### src/shared/fpr_pkg.sv
// constants and types shared by the front-panel reset/abort/status block
package fpr_pkg;
  // board clock
  localparam int unsigned CLK_KHZ = 25_000;
  localparam int unsigned CLK_HZ  = CLK_KHZ * 1000;

  // times in their own units and derived cycle counts
  localparam int unsigned SYSRESET_MIN_MS = 200;
  localparam int unsigned DEBOUNCE_MS     = 10;
  localparam int unsigned LOCAL_RESET_MS  = 1;
  localparam logic [22:0] SYSRESET_CYCLES = 23'(SYSRESET_MIN_MS * CLK_KHZ);
  localparam logic [17:0] DEBOUNCE_CYCLES = 18'(DEBOUNCE_MS * CLK_KHZ);
  localparam logic [19:0] LOCAL_CYCLES    = 20'(LOCAL_RESET_MS * CLK_KHZ);

  // console framing at power-up
  localparam int unsigned BAUD_POWERUP = 9600;
  localparam logic [15:0] UART_DIV_RST =
    16'((CLK_HZ + 8 * BAUD_POWERUP) / (16 * BAUD_POWERUP));
  // [4]=sync mode (never), [3]=parity on, [2]=two stop, [1:0]=8 data bits
  localparam logic [4:0]  UART_FIXED   = 5'h03;

  // apb register byte offsets
  localparam logic [7:0] REG_CTRL   = 8'h00;
  localparam logic [7:0] REG_STAT   = 8'h04;
  localparam logic [7:0] REG_MASK   = 8'h08;
  localparam logic [7:0] REG_INPUTS = 8'h0c;
  localparam logic [7:0] REG_UART   = 8'h10;

  // control register fields
  localparam int unsigned CTL_ABORT_EN  = 0;
  localparam int unsigned CTL_LEVEL_LSB = 1;
  localparam int unsigned CTL_SYSRST    = 5;
  localparam int unsigned CTL_LOC_HOLD  = 6;

  // status / mask bits
  localparam int unsigned EV_ABORT  = 0;
  localparam int unsigned EV_SYSIN  = 1;
  localparam int unsigned EV_WDOG   = 2;
  localparam int unsigned EV_BUTTON = 3;
  localparam int unsigned UART_FIX_LSB = 16;

  // synchroniser lanes and their idle levels
  localparam int unsigned SY_ABORT = 0;
  localparam int unsigned SY_RSTBTN = 1;
  localparam int unsigned SY_WDOG = 2;
  localparam int unsigned SY_SYSIN = 3;
  localparam int unsigned SY_SYSCTRL = 4;
  localparam int unsigned SY_BFAIL = 5;
  localparam int unsigned SY_BUSY = 6;
  localparam int unsigned SY_GNT1 = 7;
  localparam int unsigned SY_GNT2 = 8;
  localparam int unsigned SY_CARRIER = 9;
  localparam logic [9:0]  SYNC_IDLE = 10'h1eb;
  localparam logic [1:0]  PU_START  = 2'h3;

  // abort debounce states, gray along idle-press-held-release
  typedef enum logic [1:0] {
    DB_IDLE  = 2'b00,
    DB_PRESS = 2'b01,
    DB_HELD  = 2'b11,
    DB_REL   = 2'b10
  } fpr_db_t;
endpackage : fpr_pkg

### src/fpr_front_panel.sv
// front panel abort, reset sequencing, lamps and console framing
//
// Function
// - enabled abort press interrupts at programmed level
// - abort interrupt delivered on isa irq8
// - abort button state readable for polling
// - abort is debounced and edge triggered
// - reset button resets board and processor
// - button drives sysreset only as controller
// - four sources assert sysreset as controller
// - sysreset held at least 200 ms
// - software bit holds board in reset
// - local reset works without controller role
// - five sources generate local reset
// - fail lamp follows board fail line
// - cpu lamp follows processor bus busy
// - slot lamps follow their pci grants
// - carrier lamps lit in reset, else mastership
// - console powers up 8n1 at 9600
// - console port is asynchronous only
`timescale 1ns/1ps
module fpr_front_panel
  import fpr_pkg::*;
#(
  parameter logic [22:0] SYSRST_HOLD  = SYSRESET_CYCLES,
  parameter logic [17:0] DEBOUNCE_LEN = DEBOUNCE_CYCLES,
  parameter logic [19:0] LOCAL_HOLD   = LOCAL_CYCLES
) (
  input  wire logic        i_mclk,
  input  wire logic        i_nrst,
  input  wire logic        i_psel,
  input  wire logic        i_penable,
  input  wire logic        i_pwrite,
  input  wire logic [7:0]  i_paddr,
  input  wire logic [31:0] i_pwdata,
  output logic      [31:0] o_prdata,
  output logic             o_pready,
  output logic             o_pslverr,
  input  wire logic        i_abort_button_n,
  input  wire logic        i_reset_button_n,
  input  wire logic        i_watchdog_timeout,
  input  wire logic        i_sysreset_in_n,
  input  wire logic        i_system_controller,
  input  wire logic        i_expansion_carrier,
  input  wire logic        i_board_fail_line_n,
  input  wire logic        i_processor_bus_busy_n,
  input  wire logic        i_pci_grant1_n,
  input  wire logic        i_pci_grant2_n,
  output logic             o_sysreset_out,
  output logic             o_sysreset_oe,
  output logic             o_local_reset_n,
  output logic             o_processor_hard_reset_n,
  output logic             o_isa_irq8,
  output logic      [3:0]  o_abort_level,
  output logic             o_irq,
  output logic             o_board_fail_lamp,
  output logic             o_cpu_lamp,
  output logic             o_mezzanine_slot1_lamp,
  output logic             o_mezzanine_slot2_lamp,
  output logic      [15:0] o_uart_divisor,
  output logic      [4:0]  o_uart_format
);

  typedef struct packed {
    logic [9:0]  sync1;
    logic [9:0]  sync2;
    fpr_db_t     db_state;
    logic [17:0] db_cnt;
    logic        abort_en;
    logic [3:0]  abort_level;
    logic        loc_hold;
    logic        sysrst_req;
    logic [3:0]  stat;
    logic [3:0]  mask;
    logic [15:0] uart_div;
    logic [1:0]  pu_cnt;
    logic [22:0] sys_cnt;
    logic [19:0] loc_cnt;
    logic        sys_drive;
    logic        loc_act;
    logic        wd_prev;
    logic        sysin_prev;
    logic        btn_prev;
    logic        irq8;
    logic        irq;
    logic [3:0]  lamps;
    logic [31:0] prdata;
    logic        pready;
    logic        pslverr;
  } fpr_state_t;

  localparam fpr_state_t STATE_RST = '{
    sync1: SYNC_IDLE, sync2: SYNC_IDLE, db_state: DB_IDLE,
    abort_level: 4'h0, uart_div: UART_DIV_RST, pu_cnt: PU_START,
    loc_cnt: LOCAL_HOLD, loc_act: 1'b1, default: '0
  };

  fpr_state_t s;
  fpr_state_t next_s;

  // one compare function used by the read and write decoders
  function automatic logic reg_hit(input logic [7:0] a,
                                   input logic [7:0] off);
    return a == off;
  endfunction : reg_hit

  logic       press_evt;
  logic       db_pressed;
  logic       btn;
  logic       wdog;
  logic       sysin;
  logic       sysctrl;
  logic       pu_src;
  logic       wr_acc;
  logic       rd_acc;
  logic [3:0] ev_set;
  logic [3:0] ev_clr;

  always_comb begin
    next_s = s;
    next_s.sync1 = {i_expansion_carrier, i_pci_grant2_n, i_pci_grant1_n,
                    i_processor_bus_busy_n, i_board_fail_line_n,
                    i_system_controller, i_sysreset_in_n,
                    i_watchdog_timeout, i_reset_button_n,
                    i_abort_button_n};
    next_s.sync2 = s.sync1;
    next_s.sysrst_req = 1'b0;
    press_evt = 1'b0;

    case (s.db_state)
      DB_IDLE: begin
        next_s.db_cnt = '0;
        if (!s.sync2[SY_ABORT]) begin
          next_s.db_state = DB_PRESS;
        end
      end
      DB_PRESS: begin
        if (s.sync2[SY_ABORT]) begin
          next_s.db_state = DB_IDLE;
        end else if (s.db_cnt == DEBOUNCE_LEN - 18'h1) begin
          next_s.db_state = DB_HELD;
          press_evt = 1'b1;
        end else begin
          next_s.db_cnt = s.db_cnt + 18'h1;
        end
      end
      // held button waits for a clean release
      DB_HELD: begin
        next_s.db_cnt = '0;
        if (s.sync2[SY_ABORT]) begin
          next_s.db_state = DB_REL;
        end
      end
      DB_REL: begin
        if (!s.sync2[SY_ABORT]) begin
          next_s.db_state = DB_HELD;
          next_s.db_cnt = '0;
        end else if (s.db_cnt == DEBOUNCE_LEN - 18'h1) begin
          next_s.db_state = DB_IDLE;
        end else begin
          next_s.db_cnt = s.db_cnt + 18'h1;
        end
      end
      default: begin
        next_s.db_state = DB_IDLE;
      end
    endcase
    db_pressed = (s.db_state == DB_HELD) || (s.db_state == DB_REL);

    btn     = !s.sync2[SY_RSTBTN];
    wdog    = s.sync2[SY_WDOG];
    sysin   = !s.sync2[SY_SYSIN];
    sysctrl = s.sync2[SY_SYSCTRL];
    // power-up source fires once the straps have crossed the synchroniser
    pu_src  = (s.pu_cnt == 2'h1);
    if (s.pu_cnt != 2'h0) begin
      next_s.pu_cnt = s.pu_cnt - 2'h1;
    end
    next_s.wd_prev    = wdog;
    next_s.sysin_prev = sysin;
    next_s.btn_prev   = btn;

    if (sysctrl && (btn || pu_src || wdog || s.sysrst_req)) begin
      next_s.sys_cnt = SYSRST_HOLD;
    end else if (s.sys_cnt != '0) begin
      next_s.sys_cnt = s.sys_cnt - 23'h1;
    end
    next_s.sys_drive = (next_s.sys_cnt != '0) && sysctrl;

    if (btn || pu_src || wdog || sysin) begin
      next_s.loc_cnt = LOCAL_HOLD;
    end else if (s.loc_cnt != '0) begin
      next_s.loc_cnt = s.loc_cnt - 20'h1;
    end

    // apb: access phase answers one cycle after it opens
    wr_acc = i_psel && i_penable && s.pready && i_pwrite && !s.pslverr;
    rd_acc = i_psel && i_penable && s.pready && !i_pwrite;
    next_s.pready  = 1'b0;
    next_s.pslverr = 1'b0;
    if (i_psel && i_penable && !s.pready) begin
      next_s.pready = 1'b1;
      next_s.prdata = '0;
      if (reg_hit(i_paddr, REG_CTRL)) begin
        next_s.prdata[CTL_ABORT_EN] = s.abort_en;
        next_s.prdata[CTL_LEVEL_LSB +: 4] = s.abort_level;
        next_s.prdata[CTL_LOC_HOLD] = s.loc_hold;
      end else if (reg_hit(i_paddr, REG_STAT)) begin
        next_s.prdata[3:0] = s.stat;
      end else if (reg_hit(i_paddr, REG_MASK)) begin
        next_s.prdata[3:0] = s.mask;
      end else if (reg_hit(i_paddr, REG_INPUTS)) begin
        next_s.prdata[0] = db_pressed;
        next_s.prdata[1] = sysctrl;
        next_s.prdata[2] = s.sys_drive;
        next_s.prdata[3] = s.loc_act;
        next_s.prdata[4] = s.sync2[SY_CARRIER];
      end else if (reg_hit(i_paddr, REG_UART)) begin
        next_s.prdata[15:0] = s.uart_div;
        next_s.prdata[UART_FIX_LSB +: 5] = UART_FIXED;
      end else begin
        next_s.pslverr = 1'b1;
      end
    end

    if (wr_acc) begin
      if (reg_hit(i_paddr, REG_CTRL)) begin
        next_s.abort_en = i_pwdata[CTL_ABORT_EN];
        next_s.abort_level = i_pwdata[CTL_LEVEL_LSB +: 4];
        next_s.sysrst_req = i_pwdata[CTL_SYSRST];
        next_s.loc_hold = i_pwdata[CTL_LOC_HOLD];
      end else if (reg_hit(i_paddr, REG_MASK)) begin
        next_s.mask = i_pwdata[3:0];
      end else if (reg_hit(i_paddr, REG_UART)) begin
        // baud may be reprogrammed after power-up
        next_s.uart_div = i_pwdata[15:0];
      end
    end

    // software hold keeps the board in reset
    next_s.loc_act = (next_s.loc_cnt != '0) || next_s.loc_hold;

    // press sets pending only when enabled
    ev_set = '0;
    ev_set[EV_ABORT]  = press_evt && s.abort_en;
    ev_set[EV_SYSIN]  = sysin && !s.sysin_prev;
    ev_set[EV_WDOG]   = wdog && !s.wd_prev;
    ev_set[EV_BUTTON] = btn && !s.btn_prev;
    // only the bits actually reported are cleared, so a late event survives
    ev_clr = (rd_acc && reg_hit(i_paddr, REG_STAT)) ? s.prdata[3:0] : '0;
    next_s.stat = (s.stat & ~ev_clr) | ev_set;
    next_s.irq  = |(next_s.stat & next_s.mask);
    next_s.irq8 = next_s.stat[EV_ABORT] && next_s.abort_en;

    next_s.lamps[0] = !s.sync2[SY_BFAIL];
    next_s.lamps[1] = !s.sync2[SY_BUSY];
    next_s.lamps[2] = !s.sync2[SY_GNT1] ||
                      (s.sync2[SY_CARRIER] && s.loc_act);
    next_s.lamps[3] = !s.sync2[SY_GNT2] ||
                      (s.sync2[SY_CARRIER] && s.loc_act);
  end

  always_ff @(posedge i_mclk or negedge i_nrst) begin
    if (!i_nrst) begin
      s <= STATE_RST;
    end else begin
      s <= next_s;
    end
  end

  assign o_prdata  = s.prdata;
  assign o_pready  = s.pready;
  assign o_pslverr = s.pslverr;
  // open drain: the pin is only ever pulled low
  assign o_sysreset_out = s.sysrst_req & 1'b0;
  assign o_sysreset_oe  = s.sys_drive;
  // local reset independent of controller role
  assign o_local_reset_n          = !s.loc_act;
  assign o_processor_hard_reset_n = !s.loc_act;
  assign o_isa_irq8    = s.irq8;
  assign o_abort_level = s.abort_level;
  assign o_irq         = s.irq;
  assign o_board_fail_lamp      = s.lamps[0];
  assign o_cpu_lamp             = s.lamps[1];
  assign o_mezzanine_slot1_lamp = s.lamps[2];
  assign o_mezzanine_slot2_lamp = s.lamps[3];
  assign o_uart_divisor = s.uart_div;
  assign o_uart_format  = UART_FIXED;

  // checking helpers
  logic [22:0] hold_cnt;
  always_ff @(posedge i_mclk or negedge i_nrst) begin
    if (!i_nrst) begin
      hold_cnt <= '0;
    end else if (!o_sysreset_oe) begin
      hold_cnt <= '0;
    end else if (hold_cnt != '1) begin
      hold_cnt <= hold_cnt + 23'h1;
    end
  end
endmodule : fpr_front_panel

### config.mk
export PLATFORM = sky130hd
export DESIGN_NAME = fpr_front_panel
export DESIGN_NICKNAME = d
export VERILOG_FILES = /design/src/shared/fpr_pkg.sv /design/src/fpr_front_panel.sv
export SDC_FILE = /design/constraint.sdc
export NUM_CORES = 1
export LEC_CHECK = 0
export BUFFER_PORTS_ARGS = -buffer_cell sky130_fd_sc_hd__buf_2
export CAP_MARGIN = 5
export CORE_MARGIN = 4
export CORE_UTILIZATION = 55
export CTS_CLUSTER_SIZE = 24
export DETAILED_ROUTE_END_ITERATION = 6
export PLACE_DENSITY = 0.86
export RECOVER_POWER = 25
export SLEW_MARGIN = 0
export SYNTH_ARGS = -nofsm -noshare
export SYNTH_HDL_FRONTEND = slang
export SYNTH_SLANG_ARGS = --single-unit
### constraint.sdc
create_clock -name i_mclk -period 4.5 [get_ports i_mclk]
set_clock_uncertainty 0.2 [all_clocks]
set_input_delay 0 -clock i_mclk [delete_from_list [all_inputs] [get_ports i_mclk]]
set_output_delay 0 -clock i_mclk [all_outputs]
set_load 0.02 [all_outputs]
# == Word level (Yosys, flattened, before mapping) ==
# Cells that the tools add are included.
# classes
n_addsub,4
n_mul,0
div_mod_pow,0
order_cmp,0
eq_ne,14
shifts,0
mux,41
n_bitwise,6
n_reduce_logical,47
# op_table
operator,count
$mux W20,5
$pmux W20 S4,1
$mux W18,3
$mux W23,2
$reduce_bool A23 Y1,2
$reduce_bool A20 Y1,2
$mux W16,2
$mux W14,2
$sub A23 B1 Y23 const B,1
$sub A20 B1 Y20 const B,1
$add A18 B1 Y18 const B,1
$eq A18 B18 Y1 const B,1
$eq A8 B4 Y1 const B,2
$mux W4,4
$logic_and A1 B1 Y1,15
$mux W7,2
$logic_not A1 Y1,13
$mux W13,1
$mux W2,6
$mux W11,1
$mux W1,10
$mux W5,2
$and A4 B4 Y4,2
$eq A8 B3 Y1 const B,1
16 further kinds,30
# totals
regBits,150
latchBits,0
ram_bits,0
rom_bits,0
inputBits,55
out_inout_bits,69
n_memories,0

# == Logic depth before layout (Yosys ltp) ==
# Gate-level depths: netlist of run 1.
# logic_depth
ltp_word,10
ltp_mapped,10

# == Worst setup path before layout of run 1 ==
# No wires, ideal clock.
# synth_path
path_kind,reg-to-reg
startpoint,"register s, in the netlist o_pready"
endpoint,register s[43] (netlist name)
setup_ns,0.094
arrival_ns,3.605
setup_slack_ns,0.601
stages_incl_launch_ff,8
n_path_buf,0
synth_period_minus_slack_ns,3.899
path_cell_list,dfrtp_1 > nand3_1 > or3b_2 > nor4b_1 > mux2_2 > or4_1 > or4b_1 > or4_1
# synth_rtl
item,line_no,text
from (decl),fpr_front_panel.sv:98,fpr_state_t s;
from (signal assigned),fpr_front_panel.sv:267,s <= next_s;

==> results of run 1 <==
cells by family after synthesis:
group           count (synthesis)  synth area share, %
other cells                     2                0.107
compound gates                 88                 7.51
buf+inv                       100                 8.55
xor+xnor                       42                 5.26
mux                            36                 5.69
flops                         146                 52.7
fa+ha+maj                       7                 1.25
simple gates                  260                 18.9
cell usage in the layout, fill, tap and decap left out, types with 4 or more instances in the layout:
master and n:
dfrtp_1 119, nand2_1 69, nor2_1 64, buf_2 64, dlygate4sd3_1 38, o21ai_0 31
nor3_1 30, mux2_2 30, a21oi_1 27, clkbuf_1 26, inv_1 25, xnor2_1 25
dfstp_2 23, conb_1 20, nor4_1 18, nand3_1 17, xor2_1 17, clkbuf_16 17
or3_1 9, ha_1 7, or4_1 6, nand4_1 6, mux2i_1 6, buf_4 6
nor4b_1 4, or2_2 4, nor2b_1 4, and3_1 4, o22ai_1 4, dfstp_1 4
synthesized netlist by cell type (2+ instances only):
cell      number  area, um^2
o22ai_1        4        25.0
nor2_1        64         240
or4_1          6        45.0
a211oi_1       2        15.0
and3_1         4        25.0
nor4b_1        4        35.0
and2_1         3        18.8
nor4_1        18         113
a21oi_1       27         135
or4b_2         2        20.0
a22oi_1        3        22.5
nor2b_1        4        25.0
o211ai_1       2        15.0
nand4b_1       2        17.5
and4_1         2        17.5
conb_1         2        7.51
or3_1          9        56.3
dfstp_2       27         709
inv_1         25        93.8
mux2_2        30         338
nand4_1        6        37.5
or2_2          4        25.0
nand2_1       69         259
nor4bb_1       3        30.0
o21ai_0       31         155
o21ai_1        2        10.0
xor2_1        17         149
buf_4         59         443
ha_1           7        87.6
xnor2_1       25         219
nand3b_1       3        22.5
nand2b_1       3        18.8
clkbuf_1      15        56.3
o21a_1         2        15.0
nor3_1        30         150
nand3_1       17        85.1
or3b_2         3        26.3
mux2i_1        6        60.1
dfrtp_1      119        2980
worst min-delay path by stage:
stage	startpoint	end	slack, ns	depth (start not counted)
2_1_floorplan	i_nrst	next_s[143]$_DFF_PN0_	-0.50	0
3_3_place_gp	i_abort_button_n	next_s[141]$_DFF_PN1_	-0.1	1
3_5_place_dp	i_pci_grant1_n	next_s[148]$_DFF_PN1_	-0.09	1
4_1_cts	i_sysreset_in_n	next_s[144]$_DFF_PN1_	0.005	2
5_1_grt	i_pci_grant1_n	next_s[148]$_DFF_PN1_	0.02	2
6_report	i_sysreset_in_n	next_s[144]$_DFF_PN1_	0.02	2
layer usage:
layer / track usage (%) / vias up / wire length [um] / part of all wire [%]
li1: - / 2467 / - / -
met1: 27.7 / 2663 / 6510 / 41
met2: 38.6 / 202 / 8270 / 52
met3: 6.69 / 30 / 971 / 6.1
met4: 8.78 / 0 / 275 / 1.7
met5: 0 / - / 0 / 0
worst max-delay path, stage by stage (launching register included):
cell,delay [ns]
dfrtp_1,0.43
or4_4,0.59
nor4_4,0.51
and4b_4,0.43
o211ai_2,0.13
or4_1,0.50
or4b_1,0.46
or4_1,0.53
registers in the layout, summed over array words and instances (netlist names), 4 cells and up:
| register | cells |
|---|---|
| s | 89 |
| o_prdata | 17 |
| o_uart_divisor | 16 |
| next_s | 11 |
| o_abort_level | 4 |
power by group through the flow:
stage	sequential [mW]	combinational [mW]	clock, mW
after floorplan	1.43	0.166	0
after global routing	1.42	0.300	1.52
after global placement	1.43	0.224	0
after CTS	1.41	0.266	1.46
after detailed placement	1.43	0.238	0
final	1.42	0.265	1.44
repair_timing:
item | 4_1_cts | 5_1_grt
hold endpoints to repair | 155 | 0
gates resized for setup | 0 | 0
hold buffers | 38 | 0
layout make-up:
| type | count | area share [%] |
|---|---|---|
| well taps | 168 | 2.56 |
| repair buffers | 131 | 10.1 |
| clock inverters | 8 | 1.57 |
| inverters | 25 | 1.14 |
| clock buffers | 24 | 5.87 |
| flip-flops and latches | 146 | 44.9 |
| multi-input cells | 453 | 33.8 |
through the flow:
step | total power [mW] | setup WS, ns | area, um^2 | instances
after global placement | 1.65 | 0.761 | 7260 | 885
final | 3.12 | 0.639 | 8210 | 955
after global routing | 3.24 | 0.490 | 8210 | 955
after detailed placement | 1.67 | 0.694 | 7260 | 885
after floorplan | 1.59 | 0.601 | 7060 | 699
after CTS | 3.14 | 0.682 | 8250 | 955
==> flow_summary.json, run 1 <==
{
  "seq_power_share_pct": 45.4,
  "synth-edff-count": 0,
  "r2r_cells": 7,
  "grt_start_max_net_pins": 101,
  "worst_pin_slew_ns": 2.40,
  "cts.clk_slew.worst_paths_ns": 0.06,
  "initial_utilization_pct": 57.3,
  "ant_nets": 0,
  "max_slew_margin_pct": -59.9,
  "synth_cells": 681,
  "routed_wl_um": 16000,
  "ys_types": 59,
  "fillCellCount": 887,
  "overflow": 0,
  "swShare_pct": 23.6,
  "synth_seq_cells": 146,
  "async_flop_share_pct": 100,
  "clk_latency_ns": 0.42,
  "rsz0062_at_grt": "false",
  "period_needed_ns": 3.86,
  "syn_to_final_growth_pct": 17.4,
  "drv_slew": 101,
  "regArea_um2": 3690,
  "endpoint_kind": "flip-flop",
  "critPathLaunch": "s[56]$_DFF_PN0_",
  "p_leak_nw": 3.62,
  "cts-root-buf": "clkbuf_16",
  "numCtsBuffers": 17,
  "drv_cap": 1,
  "cp_max_fo": 13,
  "drtIter0Drc": 641,
  "power_frac_comb_pct": 8.5,
  "reg2reg_from": "s[56]$_DFF_PN0_",
  "cell_internal_pwr_mw": 2.38,
  "n_antenna_cell": 0,
  "wl_per_cell_um": 16.8,
  "start_kind": "flip-flop",
  "dieHeight_um": 121,
  "crit_end": "s[43]$_DFF_PN1_",
  "r2r-end": "s[43]$_DFF_PN1_",
  "hpwlAfterDp_um": 10900,
  "post_cts_buffers": 0,
  "multi_input_area_um2": 2780,
  "dr.pass1.iters": 5,
  "rrSetupSlack_ns": 0.64,
  "ir_worst_vdd_mv": 0.257,
  "die_area_um2": 14600,
  "path_class": "flip-flop to flip-flop",
  "clock_tree.buffer_depth": 2,
  "netlist_area_um2": 7000,
  "htreeDepth": 4,
  "finalHoldViolCount": 0,
  "yosysWarnings": 0,
  "holdWs_ns": 0.0213,
  "port-buffer-count": 87,
  "clock_sinks": 146,
  "rows": 40,
  "hp-class": "input pin to flip-flop",
  "status": "complete, but fails checks",
  "drive_gt1_share_pct": 21.1,
  "core_um2": 12200,
  "synth-seq-area-share_pct": 52.7,
  "switchingPower_uw": 735,
  "synth_flop_cell": "dfrtp_1",
  "final_core_util_pct": 67.3,
  "timing.final.crit_share_pct": 85.8,
  "cp.required_ns": 4.64,
  "nets": 836,
  "fmax_ghz": 0.259,
  "viasPerCell": 5.61,
  "syn_avg_cell_area_um2": 10.3,
  "io_pins": 124,
  "die_width_um": 121,
  "vias": 5362,
  "cts_tree": "built",
  "p_clk_share_pct": 46.1,
  "track_usage_pct": 22.8,
  "violations": "capacitance limit, slew limit",
  "gp_congestion": 0.886,
  "grt_pass1_wl_um": 26500,
  "antenna_found_initial": 0,
  "arrival_ns": 4.00,
  "drc": 0,
  "grt_pass1_vias": 5445,
  "setup_viol": 0,
  "powerDensity_nw_per_um2": 380,
  "fin_tns_setup_ns": 0
}
Power figures use the tool's default switching activity.
==> run 2, diff against run 1 <==
Settings changed: CORE_UTILIZATION 55 to 50, GPL_ROUTABILITY_DRIVEN set to 0, PLACE_DENSITY 0.86 to 0.8.
==> run 2 against run 1 <==
The flow still finishes with violations (capacitance limit, slew limit). Non-clock buffer count grew 3. Final cell count increased by 1.3%. Total power shrank 1.5%. Worst hold slack got worse by 0.0039 ns. Sequential share of layout area about the same. Global-route usage is 3.1 points lower. Wire length decreased by 6.2%.
==> flow_summary.json, run 2 (same netlist as run 1, synthesis figures left out) <==
{
  "ant_nets": 0,
  "overflow": 0,
  "final_common_cell": "dfrtp_1",
  "cp_max_fo": 13,
  "post-place-ws_ns": 0.657,
  "setup_viol": 0,
  "worst_pin_slew_ns": 2.68,
  "port-buffer-count": 87,
  "max_slew_margin_pct": -78.7,
  "dr.pass1.iters": 5,
  "fmax_ghz": 0.259,
  "setup_ws_ns": 0.643,
  "largest_reg_flops": 89,
  "die_area_um2": 15900,
  "ir_worst_vdd_mv": 0.258,
  "clock_tree.buffer_depth": 2,
  "worst-path-buf-inv": 0,
  "powerDensity_nw_per_um2": 374,
  "violations": "capacitance limit, slew limit",
  "hpwlAfterDp_um": 10100,
  "viasPerCell": 5.34,
  "track_usage_pct": 19.7,
  "slowest_stage": "or4_4",
  "nets": 839,
  "syn_to_final_growth_pct": 17.5,
  "drc": 0,
  "power_mw": 3.07,
  "hp-start": "i_system_controller",
  "endpoint_kind": "flip-flop",
  "top_register": "s",
  "final_area_um2": 8220,
  "routed_wl_um": 15000,
  "path_class": "flip-flop to flip-flop",
  "post_cts_buffers": 0,
  "dieHeight_um": 126,
  "cp_slowest_stage_delay_ns": 0.58,
  "min_to": "next_s[145]$_DFF_PN0_",
  "rrSetupSlack_ns": 0.64,
  "numCtsBuffers": 17,
  "rows": 42,
  "wl_per_cell_um": 15.6,
  "rsz0062_at_grt": "false",
  "drv_slew": 112,
  "antenna_found_initial": 1,
  "vias": 5160,
  "htreeDepth": 4,
  "finalHoldViolCount": 0,
  "r2r-end": "s[43]$_DFF_PN1_",
  "start_kind": "flip-flop",
  "io_pins": 124,
  "initial_utilization_pct": 52.0,
  "drv_cap": 1,
  "fin_tns_setup_ns": 0,
  "p_leak_nw": 3.55,
  "reg2reg_from": "s[56]$_DFF_PN0_",
  "grt_pass1_vias": 5051,
  "timing.final.crit_share_pct": 85.7,
  "r2r_cells": 7,
  "final_cell_mix": "dfrtp_1, nand2_1, nor2_1",
  "cp.required_ns": 4.63,
  "cts_hold_buf": 40,
  "crit_top_cell": "or4_1",
  "drtIter0Drc": 468,
  "grt_start_max_net_pins": 112,
  "period_needed_ns": 3.86,
  "drive_gt1_share_pct": 19.1,
  "clock_sinks": 146,
  "core_um2": 13500,
  "cts_tree": "built",
  "crit_family": "simple AND/OR/NAND/NOR gates",
  "crit_path_cell_trace": "or4_4, nor4_4, and4b_4, o21ai_1, or4_1, or4b_1, or4_1",
  "whs_path_depth": 2,
  "cts-root-buf": "clkbuf_16",
  "die_width_um": 126,
  "grt_pass1_wl_um": 25400,
  "placed_area_um2": 7280,
  "cts.repair.resized": 0,
  "arrival_ns": 3.99,
  "cts.clk_slew.worst_paths_ns": 0.06,
  "clk_latency_ns": 0.42,
  "status": "complete, but fails checks",
  "hp-class": "input pin to flip-flop"
}
run 2: cell count changes in the layout (fill, tap and decap cells not counted), sizes merged:
cell         before  now
buf              70   52
inv              25   27
dlygate4sd3      38   40
diode             0    1
clkinvlp          1    2
clkinv            4    6
clkbuf           47   61
run 2: report_power, final:
part	leakage [nW]	internal [mW]	switching (mW)
logic	1.43	0.0997	0.156
registers	1.84	1.37	0.0463
clock network	0.287	0.872	0.533
total	3.55	2.34	0.735
run 2: area by class of cell:
type,count,area (um^2)
Clock inverter,13,160
Multi-Input combinational cell,453,2780
Timing Repair Buffer,134,837
Antenna cell,1,2.50
Tap cell,176,220
Fill cell,1092,5240
Inverter,25,93.8
Clock buffer,19,433
Sequential cell,146,3690
run 2: worst max path at each step:
stage	from	endpoint	slack [ns]	cells after the start
floorplan	o_pready$_DFF_PN0_	s[43]$_DFF_PN1_	0.60	7
global placement	s[56]$_DFF_PN0_	s[43]$_DFF_PN1_	0.72	7
detailed placement	s[56]$_DFF_PN0_	s[43]$_DFF_PN1_	0.66	7
CTS	s[56]$_DFF_PN0_	s[43]$_DFF_PN1_	0.64	7
global route	s[56]$_DFF_PN0_	s[43]$_DFF_PN1_	0.49	7
finish	s[56]$_DFF_PN0_	s[43]$_DFF_PN1_	0.64	7
run 2: per-stage QoR:
step | cells | hold WS, ns | utilization [%]
detailed placement | 894 | -0.0937 | 54.1
global placement | 894 | -0.0951 | 54.1
CTS | 966 | 0.00370 | 61.5
global route | 967 | 0.0103 | 61.1
floorplan | 699 | -0.496 | -
finish | 967 | 0.0174 | 61.1
run 2: per-layer routing:
metal  share of wire (%)  track usage, %  wire length [um]  up-vias
met3                 4.6            4.06               689       21
met1                  45            26.5              6740     2517
met4                 1.8            7.32               278        0
met2                  49            31.7              7330      140
li1                    -               -                 -     2482
met5                   0               0                 0        -
run 2: worst register-to-register path, delay by kind of cell (launching register included):
kind | cells | cell delay (ns)
flops | 1 | 0.43
compound gates | 1 | 0.11
simple gates | 6 | 3.03
==> run 3, diff against run 2 <==
Settings changed: CORE_MARGIN 4 to unset.
==> run 3 against run 2 <==
The run still ends with capacitance limit, slew limit left. Final cell count down 0.10%. Via count up 1.3%. Critical path depth unchanged. Maximum frequency down 1.0%. Largest cell class unchanged. Largest power group is now the clock network.
==> flow_summary.json, run 3 (same netlist as run 1, synthesis figures left out) <==
{
  "grt_pass1_vias": 5137,
  "hp-start": "i_expansion_carrier",
  "io_pins": 124,
  "worst_pin_slew_ns": 2.39,
  "placed_area_um2": 7290,
  "clk_latency_ns": 0.41,
  "cp.required_ns": 4.63,
  "crit_top_cell": "or4_1",
  "start_kind": "flip-flop",
  "slowest_stage": "or4_4",
  "drv_cap": 1,
  "hpwlAfterDp_um": 9810,
  "ir_worst_vdd_mv": 0.371,
  "vias": 5225,
  "cts.clk_slew.worst_paths_ns": 0.06,
  "rows": 42,
  "antenna_found_initial": 0,
  "period_needed_ns": 3.90,
  "violations": "capacitance limit, slew limit",
  "holdWs_ns": 0.0253,
  "final_cell_mix": "dfrtp_1, nand2_1, buf_2",
  "final_common_cell": "dfrtp_1",
  "fin_tns_setup_ns": 0,
  "whs_path_depth": 2,
  "syn_to_final_growth_pct": 18.3,
  "numCtsBuffers": 17,
  "top_register": "s",
  "clock_tree.buffer_depth": 2,
  "setup_ws_ns": 0.604,
  "final_core_util_pct": 61.5,
  "hp-class": "input pin to flip-flop",
  "rsz0062_at_grt": "false",
  "min_to": "next_s[150]$_DFF_PN0_",
  "power_mw": 3.18,
  "wl_per_cell_um": 15.6,
  "arrival_ns": 4.03,
  "die_width_um": 120,
  "cts-root-buf": "clkbuf_16",
  "initial_utilization_pct": 52.0,
  "overflow": 0,
  "r2r-end": "s[43]$_DFF_PN1_",
  "setup_viol": 0,
  "core_um2": 13500,
  "crit_family": "simple AND/OR/NAND/NOR gates",
  "drv_slew": 102,
  "viasPerCell": 5.41,
  "dieHeight_um": 120,
  "finalHoldViolCount": 0,
  "endpoint_kind": "flip-flop",
  "port-buffer-count": 87,
  "fmax_ghz": 0.257,
  "drc": 0,
  "dr.pass1.iters": 5,
  "worst-path-buf-inv": 0,
  "largest_reg_flops": 89,
  "die_area_um2": 14500,
  "cp_max_fo": 13,
  "grt_pass1_wl_um": 25000,
  "rrSetupSlack_ns": 0.60,
  "status": "complete, but fails checks",
  "path_class": "flip-flop to flip-flop",
  "ant_nets": 0,
  "max_slew_margin_pct": -59.1,
  "crit_path_cell_trace": "or4_4, nor4_4, and4b_4, o21ai_1, or4_1, or4b_1, or4_1",
  "grt_start_max_net_pins": 102,
  "r2r_cells": 7,
  "p_leak_nw": 3.66,
  "powerDensity_nw_per_um2": 384,
  "final_area_um2": 8280,
  "post_cts_buffers": 0,
  "critPathLaunch": "s[56]$_DFF_PN0_",
  "dp.cells": 895,
  "cts_tree": "built",
  "drtIter0Drc": 479,
  "drive_gt1_share_pct": 22.2,
  "timing.final.crit_share_pct": 86.6,
  "nets": 838,
  "cp_slowest_stage_delay_ns": 0.58,
  "post-place-ws_ns": 0.635,
  "track_usage_pct": 22.2,
  "reg2reg_from": "s[56]$_DFF_PN0_",
  "clock_sinks": 146,
  "htreeDepth": 4,
  "fin_cells": 966,
  "routed_wl_um": 15100
}
[run 3: how the worst max path moves through the flow]
stage / slack, ns / cells after the start / to
floorplan: 0.60 / 7 / s[43]$_DFF_PN1_
global placement: 0.72 / 7 / s[43]$_DFF_PN1_
detailed placement: 0.64 / 7 / s[43]$_DFF_PN1_
CTS: 0.60 / 7 / s[43]$_DFF_PN1_
global route: 0.51 / 7 / s[43]$_DFF_PN1_
finish: 0.60 / 7 / s[43]$_DFF_PN1_
[run 3: power by group]
part | total (mW) | switching, mW | internal, mW
Combinational | 0.261 | 0.160 | 0.101
Clock | 1.50 | 0.540 | 0.963
Sequential | 1.41 | 0.0493 | 1.37
[run 3: area by class of cell]
type / count / area, um^2
fillers: 1101 / 5170
flip-flops and latches: 146 / 3690
multi-input cells: 453 / 2780
repair buffers: 133 / 853
clock buffers: 21 / 460
well taps: 176 / 220
clock inverters: 11 / 176
inverters: 25 / 93.8
diodes: 1 / 2.50
[run 3: what timing repair did]
item / 4_1_cts / 5_1_grt
hold buffers: 38 / 0
hold endpoints to repair: 162 / 0
resized for setup: 0 / 0
[run 3: layer usage]
metal,share of wire (%),vias up,track usage [%]
met1,44,2558,28.9
met3,4.9,27,5.14
met5,0,-,0
met4,2.1,0,8.95
met2,49,162,35.7
li1,-,2478,-
